==> src/core/elts_defines.svh <==
// Contract
// (RULE1) address latent test uses source at address xor mask and destination at address
// (RULE2) software starts the xor mask at one for single-bit injection
// (RULE3) per step: save source, write fixed pattern coded, save destination, copy source
// (RULE4) checked destination read fails unless uncorrectable set and correctable clear
// (RULE5) restore both entries directly, read back and compare, then advance mask; the code advances the mask between source and destination read-backs
// (RULE6) address latent outer loop runs twice per bank
// (RULE7) the temporary hold register carries the source copy into the destination
// (RULE8) double-bit injection: software sets mask 0x3, loop count bits minus two
// (RULE9) single-bit tests: software sets loop count to address bits minus one
// (RULE10) bank counter start is start bank times two plus one, above end times two
// (RULE11) testing all banks, software programs end bank number zero
// (RULE12) mask shifts left on even outer passes and right on odd passes
// (RULE13) final read-check decrements loop counter and branches back until exhausted
// (RULE14) single-point test writes fixed pattern at address xor mask via generation path
// (RULE15) single-point test writes the selected fixed pattern, not existing contents
// (RULE16) single-point checked read fails if any error is reported
// (RULE17) single-point test restores saved entry directly and verifies readback
// (RULE18) data latent test builds pattern from base, injects into data and code bits
// (RULE19) data latent inner loop iterates once per data plus code bit
// (RULE20) each test runs with base pattern and with its inverse
// (RULE21) pattern update inverts the base pattern held in row address between passes
// (RULE22) bank mode: bank counter is outer loop and supplies bank-select bits
// (RULE23) any failed compare or unexpected flag sets a sticky failure bit
// (RULE24) access path is encoded in the upper array-select bits of each request
`ifndef ELTS_DEFINES_SVH
`define ELTS_DEFINES_SVH
`define ELTS_REG_CTRL 4'h0
`define ELTS_REG_LOOP 4'h4
`define ELTS_REG_ADDR 4'h8
`define ELTS_REG_BANK 4'hC
`define ELTS_REG_MASK 5'h10
`define ELTS_REG_FPAT 5'h14
`define ELTS_REG_STAT 5'h18
`define ELTS_CTRL_START 0
`define ELTS_CTRL_ALG_LO 1
`define ELTS_CTRL_ALG_HI 2
`define ELTS_CTRL_BANKEN 3
`define ELTS_CTRL_HOLDDIS 4
`define ELTS_CTRL_POL 5
`define ELTS_PATH_DIRECT 2'h0
`define ELTS_PATH_GEN 2'h1
`define ELTS_PATH_CHECK 2'h2
`define ELTS_PATH_CORR 2'h3
`define ELTS_ALG_ADDR_LATENT 2'h0
`define ELTS_ALG_ADDR_SPOINT 2'h1
`define ELTS_ALG_DATA_LATENT 2'h2
`endif

==> src/core/elts_pkg.sv <==
package elts_pkg;
   typedef enum logic [4:0] {
      ST_IDLE = 5'h00, ST_SAVE_SRC = 5'h01, ST_GEN_WR = 5'h02,
      ST_SAVE_DST = 5'h03, ST_COPY_RD = 5'h04, ST_COPY_WR = 5'h05,
      ST_CHK_RD = 5'h06, ST_RST_SRC = 5'h07, ST_RST_DST = 5'h08,
      ST_VER_SRC = 5'h09, ST_VER_DST = 5'h0A, ST_SHIFT = 5'h0B,
      ST_LOOP = 5'h0C, ST_PUP = 5'h0D, ST_LAST = 5'h0E,
      ST_DL_INJ = 5'h0F, ST_DL_CORR = 5'h10
   } elts_state_type;
   typedef struct packed {
      logic req;
      logic wr;
      logic [1:0] path;
      logic [15:0] addr;
      logic [31:0] wdata;
   } elts_mem_req_type;
   typedef struct packed {
      logic ack;
      logic [31:0] rdata;
      logic ue_flag;
      logic ce_flag;
   } elts_mem_rsp_type;
endpackage : elts_pkg

==> src/core/elts_mem_port.sv <==
`timescale 1ns/1ps
// one-outstanding request holder toward the protected array
module elts_mem_port (
   // clock and reset
   input wire logic mclk,
   input wire logic reset_n,
   // from sequencer
   input wire logic issue,
   input wire elts_pkg::elts_mem_req_type cmd,
   output logic busy,
   // to array
   output elts_pkg::elts_mem_req_type mem_req,
   input wire elts_pkg::elts_mem_rsp_type mem_rsp
);
   import elts_pkg::*;
   typedef struct packed {
      elts_mem_req_type req;
   } elts_port_state_type;
   elts_port_state_type state;
   elts_port_state_type next_state;
   // hold request until the array acks; new issue only when idle
   always_comb begin
      next_state = state;
      if (state.req.req && mem_rsp.ack) begin
         next_state.req.req = 1'b0;
      end else if (!state.req.req && issue) begin
         next_state.req = cmd;
      end
   end
   always_ff @(posedge mclk or negedge reset_n) begin
      if (!reset_n) begin
         state <= '0;
      end else begin
         state <= next_state;
      end
   end
   assign mem_req = state.req;
   assign busy = state.req.req;
endmodule : elts_mem_port

==> src/core/elts_sequencer.sv <==
`timescale 1ns/1ps
`include "elts_defines.svh"
module elts_sequencer #(
   parameter int ADDR_W = 16,
   parameter int BANK_W = 4
) (
   // clock and reset
   input wire logic mclk,
   input wire logic reset_n,
   // avalon-mm slave
   input wire logic [4:0] avs_address,
   input wire logic avs_read,
   input wire logic avs_write,
   input wire logic [31:0] avs_writedata,
   output logic [31:0] avs_readdata,
   output logic avs_waitrequest,
   // protected array
   output elts_pkg::elts_mem_req_type mem_req,
   input wire elts_pkg::elts_mem_rsp_type mem_rsp
);
   import elts_pkg::*;
   typedef struct packed {
      elts_state_type st;
      logic [1:0] alg;
      logic bank_en;
      logic hold_dis;
      logic addr_pol;
      logic [7:0] loop_count_initial;
      logic [7:0] loop_cnt;
      logic [15:0] row_address_value;
      logic [7:0] bank_counter;
      logic [7:0] end_bank_number;
      logic [31:0] xor_mask;
      logic [31:0] fixed_pattern;
      logic [31:0] save_x;
      logic [31:0] save_y;
      logic [31:0] temp_hold_reg;
      logic fail;
      logic done;
      logic waiting;
      logic [31:0] rdata;
      logic ack_q;
      logic ue_q;
      logic ce_q;
      logic rd_ack;
   } elts_seq_state_type;
   elts_seq_state_type s;
   elts_seq_state_type next_s;
   logic issue;
   logic port_busy;
   elts_mem_req_type cmd;
   logic [15:0] cur_addr;
   logic [15:0] src_addr;
   logic [31:0] rd;
   logic access_done;

   // bank select bits sit on top of the row address in bank mode
   function automatic logic [15:0] form_addr(input logic [15:0] row,
                                             input logic [7:0] bank,
                                             input logic en);
      logic [15:0] a;
      a = row;
      if (en) begin
         a[15 -: BANK_W] = bank[BANK_W:1]; // see (RULE22)
      end
      return a;
   endfunction : form_addr

   function automatic elts_mem_req_type mk(input logic wr,
                                           input logic [1:0] path,
                                           input logic [15:0] addr,
                                           input logic [31:0] wd);
      elts_mem_req_type r;
      r.req = 1'b1;
      r.wr = wr;
      r.path = path; // see (RULE24)
      r.addr = addr;
      r.wdata = wd;
      return r;
   endfunction : mk

   // pattern inverted on odd passes gives base and inverse runs
   assign cur_addr = form_addr(s.row_address_value, s.bank_counter,
                               s.bank_en); // see (RULE20)
   assign src_addr = cur_addr ^ s.xor_mask[15:0]; // see (RULE1)
   assign rd = s.rdata;
   assign access_done = s.waiting && s.ack_q;
   // reads stall one cycle so the registered data stands on release
   assign avs_waitrequest = avs_read && !s.rd_ack;

   // memory command per state; issued once on entry
   always_comb begin
      cmd = '0;
      case (s.st)
         ST_SAVE_SRC: cmd = mk(1'b0, `ELTS_PATH_DIRECT,
                               (s.alg == `ELTS_ALG_DATA_LATENT) ? cur_addr :
                               src_addr, 32'h0); // see (RULE3)
         ST_GEN_WR: cmd = mk(1'b1, `ELTS_PATH_GEN,
                             (s.alg == `ELTS_ALG_DATA_LATENT) ? cur_addr :
                             src_addr, s.fixed_pattern); // see (RULE14)
         ST_SAVE_DST: cmd = mk(1'b0, `ELTS_PATH_DIRECT, cur_addr, 32'h0);
         ST_COPY_RD: cmd = mk(1'b0, `ELTS_PATH_DIRECT, src_addr, 32'h0);
         ST_COPY_WR: cmd = mk(1'b1, `ELTS_PATH_DIRECT, cur_addr,
                              s.temp_hold_reg); // see (RULE7)
         ST_DL_INJ: cmd = mk(1'b1, `ELTS_PATH_DIRECT, cur_addr,
                             s.save_y ^ s.xor_mask); // see (RULE18)
         ST_CHK_RD: cmd = mk(1'b0, `ELTS_PATH_CHECK,
                             (s.alg == `ELTS_ALG_ADDR_SPOINT) ? src_addr :
                             cur_addr, 32'h0); // see (RULE16)
         ST_DL_CORR: cmd = mk(1'b0, `ELTS_PATH_CORR, cur_addr, 32'h0);
         ST_RST_SRC: cmd = mk(1'b1, `ELTS_PATH_DIRECT,
                              (s.alg == `ELTS_ALG_DATA_LATENT) ? cur_addr :
                              src_addr, s.save_x); // see (RULE17)
         ST_RST_DST: cmd = mk(1'b1, `ELTS_PATH_DIRECT, cur_addr, s.save_y);
         ST_VER_SRC: cmd = mk(1'b0, `ELTS_PATH_DIRECT,
                              (s.alg == `ELTS_ALG_DATA_LATENT) ? cur_addr :
                              src_addr, 32'h0);
         ST_VER_DST: cmd = mk(1'b0, `ELTS_PATH_DIRECT, cur_addr, 32'h0);
         default: cmd = '0;
      endcase
   end

   assign issue = cmd.req && !s.waiting && !port_busy;

   // sequencer, register file and checks
   always_comb begin
      next_s = s;
      next_s.ack_q = mem_rsp.ack && port_busy;
      next_s.rd_ack = avs_read && !s.rd_ack;
      // flags only hold with ack, so keep them for the check state
      if (mem_rsp.ack && port_busy) begin
         next_s.rdata = mem_rsp.rdata;
         next_s.ue_q = mem_rsp.ue_flag;
         next_s.ce_q = mem_rsp.ce_flag;
      end
      if (issue) begin
         next_s.waiting = 1'b1;
      end
      if (access_done) begin
         next_s.waiting = 1'b0;
      end
      case (s.st)
         ST_IDLE: begin
            next_s.xor_mask = s.xor_mask;
         end
         ST_SAVE_SRC: if (access_done) begin
            next_s.save_x = rd;
            next_s.st = ST_GEN_WR;
         end
         ST_GEN_WR: if (access_done) begin
            if (s.alg == `ELTS_ALG_ADDR_SPOINT) begin
               next_s.st = ST_CHK_RD; // see (RULE15)
            end else begin
               next_s.st = ST_SAVE_DST;
            end
         end
         ST_SAVE_DST: if (access_done) begin
            next_s.save_y = rd;
            next_s.st = (s.alg == `ELTS_ALG_DATA_LATENT) ? ST_DL_INJ :
                        ST_COPY_RD;
         end
         ST_COPY_RD: if (access_done) begin
            // copy always passes the hold register; the disable bit is status
            next_s.temp_hold_reg = rd; // see (RULE7)
            next_s.st = ST_COPY_WR;
         end
         ST_COPY_WR, ST_DL_INJ: if (access_done) begin
            next_s.st = ST_CHK_RD;
         end
         ST_CHK_RD: if (access_done) begin
            case (s.alg)
               `ELTS_ALG_ADDR_SPOINT: begin
                  if (s.ue_q || s.ce_q) begin
                     next_s.fail = 1'b1; // see (RULE16) (RULE23)
                  end
               end
               `ELTS_ALG_DATA_LATENT: begin
                  if (s.ue_q || !s.ce_q) begin
                     next_s.fail = 1'b1; // see (RULE23)
                  end
               end
               default: begin
                  if (!(s.ue_q && !s.ce_q)) begin
                     next_s.fail = 1'b1; // see (RULE4) (RULE23)
                  end
               end
            endcase
            next_s.st = (s.alg == `ELTS_ALG_DATA_LATENT) ? ST_DL_CORR :
                        ST_RST_SRC;
         end
         ST_DL_CORR: if (access_done) begin
            if (rd != s.save_y) begin
               next_s.fail = 1'b1;
            end
            next_s.st = ST_RST_SRC;
         end
         ST_RST_SRC: if (access_done) begin
            next_s.st = (s.alg == `ELTS_ALG_ADDR_LATENT) ? ST_RST_DST :
                        ST_VER_SRC; // see (RULE5)
         end
         ST_RST_DST: if (access_done) begin
            next_s.st = ST_VER_SRC;
         end
         ST_VER_SRC: if (access_done) begin
            if (rd != s.save_x) begin
               next_s.fail = 1'b1; // see (RULE17) (RULE23)
            end
            next_s.st = ST_SHIFT;
         end
         ST_SHIFT: begin
            // even passes left, odd passes right
            if (s.bank_counter[0]) begin
               next_s.xor_mask = s.xor_mask << 1; // see (RULE12)
            end else begin
               next_s.xor_mask = s.xor_mask >> 1; // see (RULE12)
            end
            next_s.st = (s.alg == `ELTS_ALG_ADDR_LATENT) ? ST_VER_DST :
                        ST_LOOP;
         end
         ST_VER_DST: if (access_done) begin
            if (rd != s.save_y) begin
               next_s.fail = 1'b1; // see (RULE5) (RULE23)
            end
            next_s.st = ST_LOOP;
         end
         ST_LOOP: begin
            // data latent covers data plus code bits via loop count
            if (s.loop_cnt != 8'h00) begin
               next_s.loop_cnt = s.loop_cnt - 8'h01; // see (RULE13) (RULE19)
               next_s.st = ST_SAVE_SRC;
            end else begin
               next_s.loop_cnt = s.loop_count_initial;
               next_s.st = ST_PUP;
            end
         end
         ST_PUP: begin
            next_s.row_address_value = ~s.row_address_value; // see (RULE21)
            next_s.addr_pol = ~s.addr_pol;
            next_s.st = ST_LAST;
         end
         ST_LAST: begin
            // two passes per bank: counter counts half-banks
            if (s.bank_counter > {s.end_bank_number[6:0], 1'b0}) begin
               next_s.bank_counter = s.bank_counter - 8'h01; // see (RULE6)
               next_s.st = ST_SAVE_SRC;
            end else begin
               next_s.done = 1'b1;
               next_s.st = ST_IDLE;
            end
         end
         default: next_s.st = ST_IDLE;
      endcase
      // register writes, idle-only for config; start clears status
      if (avs_write && s.st == ST_IDLE) begin
         case ({3'h0, avs_address})
            8'(`ELTS_REG_CTRL): begin
               next_s.alg = avs_writedata[`ELTS_CTRL_ALG_HI:`ELTS_CTRL_ALG_LO];
               next_s.bank_en = avs_writedata[`ELTS_CTRL_BANKEN];
               next_s.hold_dis = avs_writedata[`ELTS_CTRL_HOLDDIS];
               next_s.addr_pol = avs_writedata[`ELTS_CTRL_POL];
               if (avs_writedata[`ELTS_CTRL_START]) begin
                  next_s.fail = 1'b0;
                  next_s.done = 1'b0;
                  next_s.loop_cnt = s.loop_count_initial;
                  next_s.st = ST_SAVE_SRC;
               end
            end
            8'(`ELTS_REG_LOOP): next_s.loop_count_initial = avs_writedata[7:0];
            8'(`ELTS_REG_ADDR):
               next_s.row_address_value = avs_writedata[15:0];
            8'(`ELTS_REG_BANK): begin
               next_s.bank_counter = avs_writedata[7:0]; // see (RULE10)
               next_s.end_bank_number = avs_writedata[15:8]; // see (RULE11)
            end
            8'(`ELTS_REG_MASK): next_s.xor_mask = avs_writedata; // see (RULE2)
            8'(`ELTS_REG_FPAT): next_s.fixed_pattern = avs_writedata;
            default: ;
         endcase
      end
   end

   // readback mux, registered
   always_ff @(posedge mclk or negedge reset_n) begin
      if (!reset_n) begin
         avs_readdata <= 32'h0;
      end else if (avs_read && !s.rd_ack) begin
         case ({3'h0, avs_address})
            8'(`ELTS_REG_CTRL): avs_readdata <= {26'h0, s.addr_pol,
               s.hold_dis, s.bank_en, s.alg, (s.st != ST_IDLE)};
            8'(`ELTS_REG_LOOP): avs_readdata <= {16'h0, s.loop_cnt,
                                                s.loop_count_initial};
            8'(`ELTS_REG_ADDR): avs_readdata <= {16'h0, s.row_address_value};
            8'(`ELTS_REG_BANK): avs_readdata <= {16'h0, s.end_bank_number,
                                                s.bank_counter};
            8'(`ELTS_REG_MASK): avs_readdata <= s.xor_mask;
            8'(`ELTS_REG_FPAT): avs_readdata <= s.fixed_pattern;
            8'(`ELTS_REG_STAT): avs_readdata <= {29'h0, (s.st != ST_IDLE),
                                                s.done, s.fail};
            default: avs_readdata <= 32'h0;
         endcase
      end
   end

   always_ff @(posedge mclk or negedge reset_n) begin
      if (!reset_n) begin
         s <= '0;
      end else begin
         s <= next_s;
      end
   end

   elts_mem_port u_port (
      .mclk(mclk),
      .reset_n(reset_n),
      .issue(issue),
      .cmd(cmd),
      .busy(port_busy),
      .mem_req(mem_req),
      .mem_rsp(mem_rsp)
   );
endmodule : elts_sequencer

==> config.mk <==
export PLATFORM = sky130hd
export DESIGN_NAME = elts_sequencer
export DESIGN_NICKNAME = d
export VERILOG_FILES = /design/src/core/elts_pkg.sv /design/src/core/elts_mem_port.sv /design/src/core/elts_sequencer.sv
export VERILOG_INCLUDE_DIRS = /design/src /design/src/core
export SDC_FILE = /design/constraint.sdc
export NUM_CORES = 1
export LEC_CHECK = 0
export BUFFER_PORTS_ARGS = -buffer_cell sky130_fd_sc_hd__buf_2
export CORE_MARGIN = 1.5
export CORE_UTILIZATION = 60
export DETAILED_ROUTE_END_ITERATION = 8
export GPL_TIMING_DRIVEN = 0
export PLACE_DENSITY = 0.8
export SYNTH_ARGS = -nofsm -noshare
export SYNTH_HDL_FRONTEND = slang
export SYNTH_SLANG_ARGS = --single-unit
==> constraint.sdc <==
create_clock -name mclk -period 4.2 [get_ports mclk]
set_input_delay 0.63 -clock mclk [delete_from_list [all_inputs] [get_ports mclk]]
set_output_delay 0.63 -clock mclk [all_outputs]
set_load 0.01 [all_outputs]
Word level (Yosys, flattened, before mapping)
Cells that the tools add are included.
- add/subtract/negate cells: 2
- order comparisons: 1
- equality and inequality tests: 26
- multiplexer cells: 61
- bitwise logic cells: 5
- reduce and logical (&&, ||, !) cells: 33
- operators with widths (operator ; count):
    case mux 52 bit (10 select lines) ; 1
    case mux 32 bit (7 select lines) ; 1
    two-way mux 32 bit ; 4
    two-way mux 122 bit ; 1
    two-way mux 16 bit ; 5
    case mux 5 bit (16 select lines) ; 1
    two-way mux 5 bit ; 13
    != test 32 bit ; 2
    two-way mux 8 bit ; 7
    two-way mux 52 bit ; 1
    equality test 5 x 4 -> 1 bit, second input constant ; 10
    XOR 32 bit ; 1
    equality test 5 x 3 -> 1 bit, second input constant ; 5
    equality test 5 bit, second input constant ; 4
    two-way mux 1 bit ; 16
    inverter 16 bit ; 1
    AND reduction 2 bit ; 8
    subtractor 8 x 1 -> 8 bit, second input constant ; 2
    XOR 16 bit ; 1
    two-way mux 4 bit ; 3
    equality test 5 x 2 -> 1 bit, second input constant ; 2
    zero test 5 bit ; 2
    two-way mux 10 bit ; 1
    greater-than comparator 8 bit ; 1
    16 further kinds ; 35
- flip-flop bits (word level): 341
- output and inout port bits: 85

Depth between registers and ports, before layout
Gate-level depths: netlist of the first run.
- depth after elaboration: 9
- depth in mapped cells: 10

By module
A second synthesis of the first run with hierarchy kept.
- cell total of the unflattened synthesis: 1680
- area total of the unflattened synthesis: 17867.1 µm²
- by module, submodules not included (module ; times used ; cells each ; area an instance (µm²) ; seq. area each (µm²)):
    elts_sequencer ; 1 ; 1567 ; 15713.8 ; 7231.9
    elts_mem_port ; 1 ; 113 ; 2153.3 ; 1301.2

Least setup slack after synthesis of the first run
No wires, ideal clock.
- kind: input -> register
- start point: input avs_address[4]
- end point: register s[236] in the netlist's numbering
- setup time: 121 ps
- data arrival time: 2148 ps
- required time: 4079 ps
- path slack: 1931 ps
- stages on the path: 9
- buffers on the path: 4
- cells stage by stage: buf_6 -> or3_4 -> buf_6 -> and4b_1 -> buf_6 -> and2_4 -> nor2_2 -> buf_6 -> o22a_1
- RTL lines (element ; line ; RTL):
    start: declaration ; elts_sequencer.sv:11 ; input wire logic [4:0] avs_address,
    end signal: assignment ; elts_sequencer.sv:308 ; s <= next_s;
    end: declaration ; elts_sequencer.sv:47 ; elts_seq_state_type s;

Final worst setup path of the first run
- start point: register s[253] in the netlist's numbering
- end point: register u_port.state (netlist bit u_port.mem_req[41])
- cells in the longest elaborated chain, start to end: 7
- elaborated cells on any way between the ends: 19
- those cells by class: eq/ne (12); mux (1); reduce/logical (6)
- RTL lines (element ; line ; RTL):
    equality test 5 x 4 -> 1 bit (tied with other cells) ; elts_sequencer.sv:94 ; case (s.st)
    OR reduction 2 bit (no source line) ; -- ;
    case mux 52 bit (10 select lines) * ; elts_sequencer.sv:94 ;
    logical AND 1 bit (2 in a row) ; elts_sequencer.sv:123 ; assign issue = cmd.req && !s.waiting && !port_busy;
    logical AND 1 bit ; elts_mem_port.sv:26 ; end else if (!state.req.req && issue) begin
    AND reduction 2 bit (no source line) ; -- ;
    end signal: assignment ; elts_mem_port.sv:34 ; state <= next_state;
    end: declaration ; elts_mem_port.sv:19 ; elts_port_state_type state;
Every way passes the cells marked *; elsewhere a longest branch is shown, timed or not.
A chain may end at the register's enable or synchronous reset.

==> metrics.txt, run 1 <==
ys flop type dfrtp_1; number of max-cap violations 0; Die X 173.4 µm; Synth Instances 1,677; cts hold-fix bufs 0; Synth Area in Adders 0.8619%; critical path fanouts, max 10; largest net degree at the start of global routing 97; Vias/cell roughly 6.3; slew at the pin closest to its max-slew limit ~0.9 ns; Core Util, Final between 70% and 80%; clk sinks roughly 340; Mapped Nets 1,765; Post-synth EDFFs 0; # port buffers approximately 160; cts repair resizes 0; Initial DRT Pass Iterations 5; fraction of synthesized area in multiplexers 13.60%; outcome finished clean; die area 30,070 µm²; post-synth top area cell dfrtp_1; # setup viols final 0; Clock transition at path regs 0.06 ns; total power 13.13 mW; Area contributors post-synth dfrtp_1, mux2_2, a21oi_1; commonest non-fill, non-tap cell in the layout dfrtp_1; leakage a little over 9 nW; vias in the first global route 14,280; Yosys cell types 79; final cycle utilization of the critical path between 60 and 70%; WL/cell ~23 µm; fin crit period 2.940 ns; root buffer cell clkbuf_16; post-synthesis compound-gate area fraction 16.00%; multi-input logic area 8170 µm²; Routed Antenna Nets 0; first-pass GRT wire length 81.51 mm; Top Ports ~160; Peak supply drop 0.0004148 V; synth warn 0; grt ovf 0; setup_tns 0 ns; HP Class in -> async; Synth top area share 48.98%; placement row count 62; CP Class reg -> reg; # DRC 0; R2R depth 7; Slew Limit Fails 0; post-synthesis simple-gate area fraction between 10 and 15%; Worst R2R Start s[253]; startpoint type of the worst setup path register; ANT cells 0; fillers 2,157; r2r endpoint u_port.mem_req[41]; Placed Area approximately 19,000 µm²; asr flop ratio synth between 90% and 100%; Die Y about 170 µm; level count of the clock H-tree 2; FF-to-FF setup slack 1.26 ns; Worst EP arrival 3.40 ns; commonest cells after routing, fill and taps aside dfrtp_1, buf_2, mux2_2; total wire length 52.60 mm; PD cells 654.0 nW/µm²; Cell Area, Synth 17,420 µm²; XOR/XNOR Fraction of Synth Area around 4.8%; routability cong. ~0.96; GR Util All Layers a little over a third; initial core utilization 60.86%; layout cells sized above 1 between 20% and 30%; Final Skew 0.01988 ns; final-report hold violation count 0; Area Growth Syn to Fin 15.26%; post-synthesis sequential area ratio 48.98%; max_slew headroom 40.34%; Post-CTS Setup Inserts 0; Final Cell Area 20,080 µm²; maximum clock insertion buffer count 3; worst hold margin about 0.045 ns; Syn Area/Cell 10.39 µm²; largest family of logic cells by synthesized area compound AO/OA/AOI/OAI gates; worst skew pair latency 0.53 ns; CTS tree done; sequential cell area ~8500 µm²; crit path capture type register; RSZ-0062 raised after global routing false; fin nets between 1,500 and 2,000; detailed-route via count 14,520; Yosys reg bits 341; CP required 4.66 ns; CTS Buf Count 37; Max Fclk 0.3402 GHz; Iter 0 DRT Violations 1,477; area of the core 28,630 µm²; initial antenna violation count 0; hpwl dp 38.61 mm
area by class of cell:
type,instances,share of cell area [%]
Buffer,123,3.047
Clock buffer,50,5.359
Clock inverter,15,1.066
Inverter,28,0.5234
Multi-Input combinational cell,1185,40.69
Sequential cell,341,42.50
Tap cell,384,2.393
Timing Repair Buffer,162,4.424
metrics by stage:
stage,cells,worst slack [ns]
6_report,2288,1.260
2_1_floorplan,1677,1.931
5_1_grt,2288,1.082
3_5_place_dp,2223,1.323
4_1_cts,2288,1.304
3_3_place_gp,2220,-3.915
worst max-delay path, stage by stage (launching register included):
cell and delay (ns):
dfrtp_1 0.42, nor4_1 0.65, nand2_1 0.35, inv_1 0.20
o21ai_2 0.20, clkbuf_1 0.42, a311oi_1 0.50, a21o_1 0.13
state kept, by name, summed over array words and instances (netlist names):
name / cells
u_port.busy: 1
cur_addr: 12
u_port.mem_req: 51
rd: 32
avs_readdata: 32
s: 213
power by group:
group | switching (mW) | leakage, nW | internal, mW
Combinational | 2.31 | 4.32 | 1.79
Sequential | 1.27 | 4.34 | 4.33
Clock | 1.33 | 0.640 | 2.10
Total | 4.91 | 9.30 | 8.22
worst max path at each step:
stage	start	endpoint	slack, ns	cells past startpoint
final	s[253]	u_port.mem_req[41]	1.26	7
after global routing	s[253]	u_port.mem_req[41]	1.08	7
after CTS	s[253]	u_port.mem_req[41]	1.30	7
after detailed placement	s[253]	u_port.mem_req[41]	1.32	7
after global placement	reset_n	s[55]	-3.92	1
after floorplan	avs_address[4]	s[236]	1.93	9
logic make-up after synthesis:
family          after synthesis
compound gates              449
xor+xnor                     96
fa+ha+maj                    12
buf+inv                     151
flops                       341
mux                         214
simple gates                414
cell usage after synthesis, types with 14 or more instances:
library cell	n
dfrtp_1	341
nand3_1	44
a22oi_1	66
mux2_2	177
inv_1	28
o21ai_1	26
nor2_1	82
nor3_1	14
xnor2_1	59
xor2_1	37
a21oi_1	128
mux2i_1	35
nand2_1	165
nand3b_1	32
o21ai_0	115
clkbuf_1	65
a21o_1	26
buf_2	42
nand4_1	15
metal layers:
layer  up-vias  wire [µm]  GRT usage, %
met5         -          0             0
li1       6445          -             -
met4         0       2875         18.19
met3       166       4178         4.561
met1      7130      21250         48.47
met2       776      24300         54.69
Power figures use the tool's default switching activity.
==> inputs of run 2 (changes only) <==
--- a/config.mk
+++ b/config.mk
@@ -6,6 +6,7 @@
 export SDC_FILE = /design/constraint.sdc
 export NUM_CORES = 1
 export LEC_CHECK = 0
+export ABC_AREA = 1
 export BUFFER_PORTS_ARGS = -buffer_cell sky130_fd_sc_hd__buf_2
 export CORE_MARGIN = 1.5
 export CORE_UTILIZATION = 60
==> constraint.sdc (replaced) <==
create_clock -name mclk -period 2.9 [get_ports mclk]
set_input_delay 0.435 -clock mclk [delete_from_list [all_inputs] [get_ports mclk]]
set_output_delay 0.435 -clock mclk [all_outputs]
set_load 0.01 [all_outputs]
==> run 2 against run 1 <==
Against the previous run: via count rose by 21%; synthesized cell count rose by 39%; utilization about the same; critical endpoint is now u_port.mem_req[35]; highest routed layer unchanged.
==> metrics.txt, run 2 <==
Clk pwr share 34.1%; Synth top area share 48.53%; Post-synth EDFFs 0; sequential power share 44.3%; Commonest cells post-synth nand2_1, o21ai_0, dfrtp_1; Die X 174.2 µm; Final Skew 0.01963 ns; post-synth top area cell dfrtp_1; global routing usage on met2 65.82%; Crit. Startpoint s[256]; post-synthesis sequential area ratio around 49%; routability cong. between 0.9 and 1; final cycle utilization of the critical path 97.40%; CTS tree done; Sw Ratio 33.41%; busiest grt layer met2; Area contributors post-synth dfrtp_1, nand2_1, o21ai_0; ANT cells 0; RSZ-0062 raised after global routing false; die area 30,340 µm²; Switch Pwr 4.714 mW; Logic pwr share 21.6%; Top Ports 161; Slew Limit Fails 0; maximum clock insertion buffer count 3; Placed Area 18,960 µm²; Routed Antenna Nets 0; Syn Area/Cell 7.560 µm²; initial core utilization 61.10%; Clock transition at path regs 0.07 ns; crit path capture type register; initial antenna violation count 0; Cell Area, Synth 17,580 µm²; worst skew pair latency ~0.54 ns; CP Class reg -> reg; pre-CTS setup slack between 0.07 and 0.08 ns; Iter 0 DRT Violations 1,897; vias in the first global route 17,000; Area Growth Syn to Fin 14.82%; ys flop type dfrtp_1; most frequent cell after synthesis nand2_1; # port buffers between 150 and 200; commonest cells after routing, fill and taps aside nand2_1, o21ai_0, dfrtp_1; Final Cell Area 20,190 µm²; max reg flops 213; max_slew headroom 43.11%; Worst R2R Start s[256]; CP required 3.36 ns; met3 Use GR under 10%; fin crit period 2.825 ns; M1 GR Usage a little over half; worst hold margin about 0.087 ns; leakage 9.973 nW; synth warn 0; critical path fanouts, max 10; asr flop ratio synth 100.0%; Synth Instances approximately 2,300; # setup viols final 0; grt ovf 0; Mapped Nets 2,414; PD cells between 600 and 700 nW/µm²; area of the core 28,780 µm²; slew at the pin closest to its max-slew limit roughly 0.85 ns; clk sinks 341; largest net degree at the start of global routing 125; placement row count just over 60; GR Util All Layers 40.99%; Worst Setup Slack, final ~0.075 ns; Peak supply drop around 0.00049 V; Int Power 9.396 mW; final-report hold violation count 0; HP Class in -> reg; register name with the most flops s; setup_tns 0 ns; WL/cell 21.00 µm; number of max-cap violations 0; detailed-route via count between 15,000 and 20,000; root buffer cell clkbuf_16; startpoint type of the worst setup path register; Yosys cell types 40; level count of the clock H-tree 2; Initial DRT Pass Iterations 6; Yosys reg bits 341; CTS Buf Count 38; first-pass GRT wire length 94.91 mm; hpwl dp approximately 45 mm; commonest non-fill, non-tap cell in the layout nand2_1; Hold Crit Start mem_rsp[32]; Max Fclk 0.3540 GHz; total wire length 61.77 mm; outcome finished clean; layout cells sized above 1 approximately 11%; Worst EP arrival 3.29 ns; Die Y 174.2 µm; fin nets 2,618; # DRC 0; Vias/cell 5.957
run 2: cell types whose count changed after synthesis, moves of 23 or more:
| cell | previous run | this run |
|---|---|---|
| nand3b_1 | 32 | 0 |
| clkbuf_1 | 65 | 88 |
| mux2i_1 | 35 | 0 |
| o21ai_0 | 115 | 423 |
| inv_1 | 28 | 243 |
| a21o_1 | 26 | 0 |
| nor2_1 | 82 | 113 |
| a22oi_1 | 66 | 0 |
| buf_2 | 42 | 18 |
| a21oi_1 | 128 | 32 |
| xor2_1 | 37 | 10 |
| mux2_2 | 177 | 12 |
| a32oi_1 | 2 | 31 |
| nand2_1 | 165 | 779 |
run 2: what timing repair did:
item	4_1_cts	5_1_grt
hold buffers	1	0
endpoints found under the hold margin	72	0
buffers inserted	0	0
setup endpoints to repair	0	29
resized for setup	0	1
run 2: layer usage:
layer	up-vias	part of all wire (%)
met2	1088	46
met1	8300	37
li1	7903	-
met3	229	9.7
met4	0	6.8
met5	-	0
run 2: kinds of logic after synthesis:
logic type	Yosys count	synth area share [%]
AOI/OAI and AO/OA	552	17.07
xor gates and xnor gates	51	2.540
adders and majority gates	12	0.8538
buffers and inverters	370	8.069
DFF	341	48.53
muxes	12	0.7685
and+or+nand+nor	988	22.17
run 2: layout make-up:
type | count | area (µm²)
buffer | 112 | 450.4
clock buffer | 53 | 1077
clock inverter | 14 | 142.6
fill | 2420 | 8589
inverter | 258 | 968.4
multi-input combinational | 1615 | 7635
sequential | 341 | 8533
tap | 384 | 480.5
timing repair buffer | 164 | 903.4
run 2: worst max-delay path, cell delays in order, from the launching register on:
cell	delay, ns
dfrtp_1	0.45
inv_2	0.13
nand3_2	0.17
nor2_2	0.46
inv_2	0.06
nand2_2	0.11
nor2_1	0.07
nand3_1	0.14
o21ai_2	0.17
inv_2	0.25
buf_2	0.32
nand3_1	0.28
nand2_1	0.12
run 2: power by group through the flow:
stage               combinational [mW]  clock [mW]  sequential (mW)
detailed placement                2.97           0             6.28
floorplan                         1.95           0             6.14
CTS                               3.00        4.79             6.21
finish                            3.05        4.81             6.25
global route                      3.41        4.98             6.33
global placement                  2.87           0             6.26
run 2: path summary, 6_finish.rpt:
path                       slack (ns)  cells past startpoint                  to
setup / recovery                 0.08                     12  u_port.mem_req[35]
hold / removal                   0.09                      3              rd[30]
setup reg to reg                 0.08                     12  u_port.mem_req[35]
hold reg to reg                  0.47                      2  u_port.mem_req[19]
max in group asynchronous        0.65                      5  u_port.mem_req[26]
min in group asynchronous        0.46                      2              s[109]
run 2: stage by stage:
stage | util, % | instances | power, mW
after detailed placement | 65.87 | 2873 | 9.252
final | 70.15 | 2941 | 14.11
after CTS | 70.15 | 2941 | 14.01
after global routing | 70.15 | 2941 | 14.71
after global placement | 65.55 | 2870 | 9.139
after floorplan | - | 2326 | 8.092
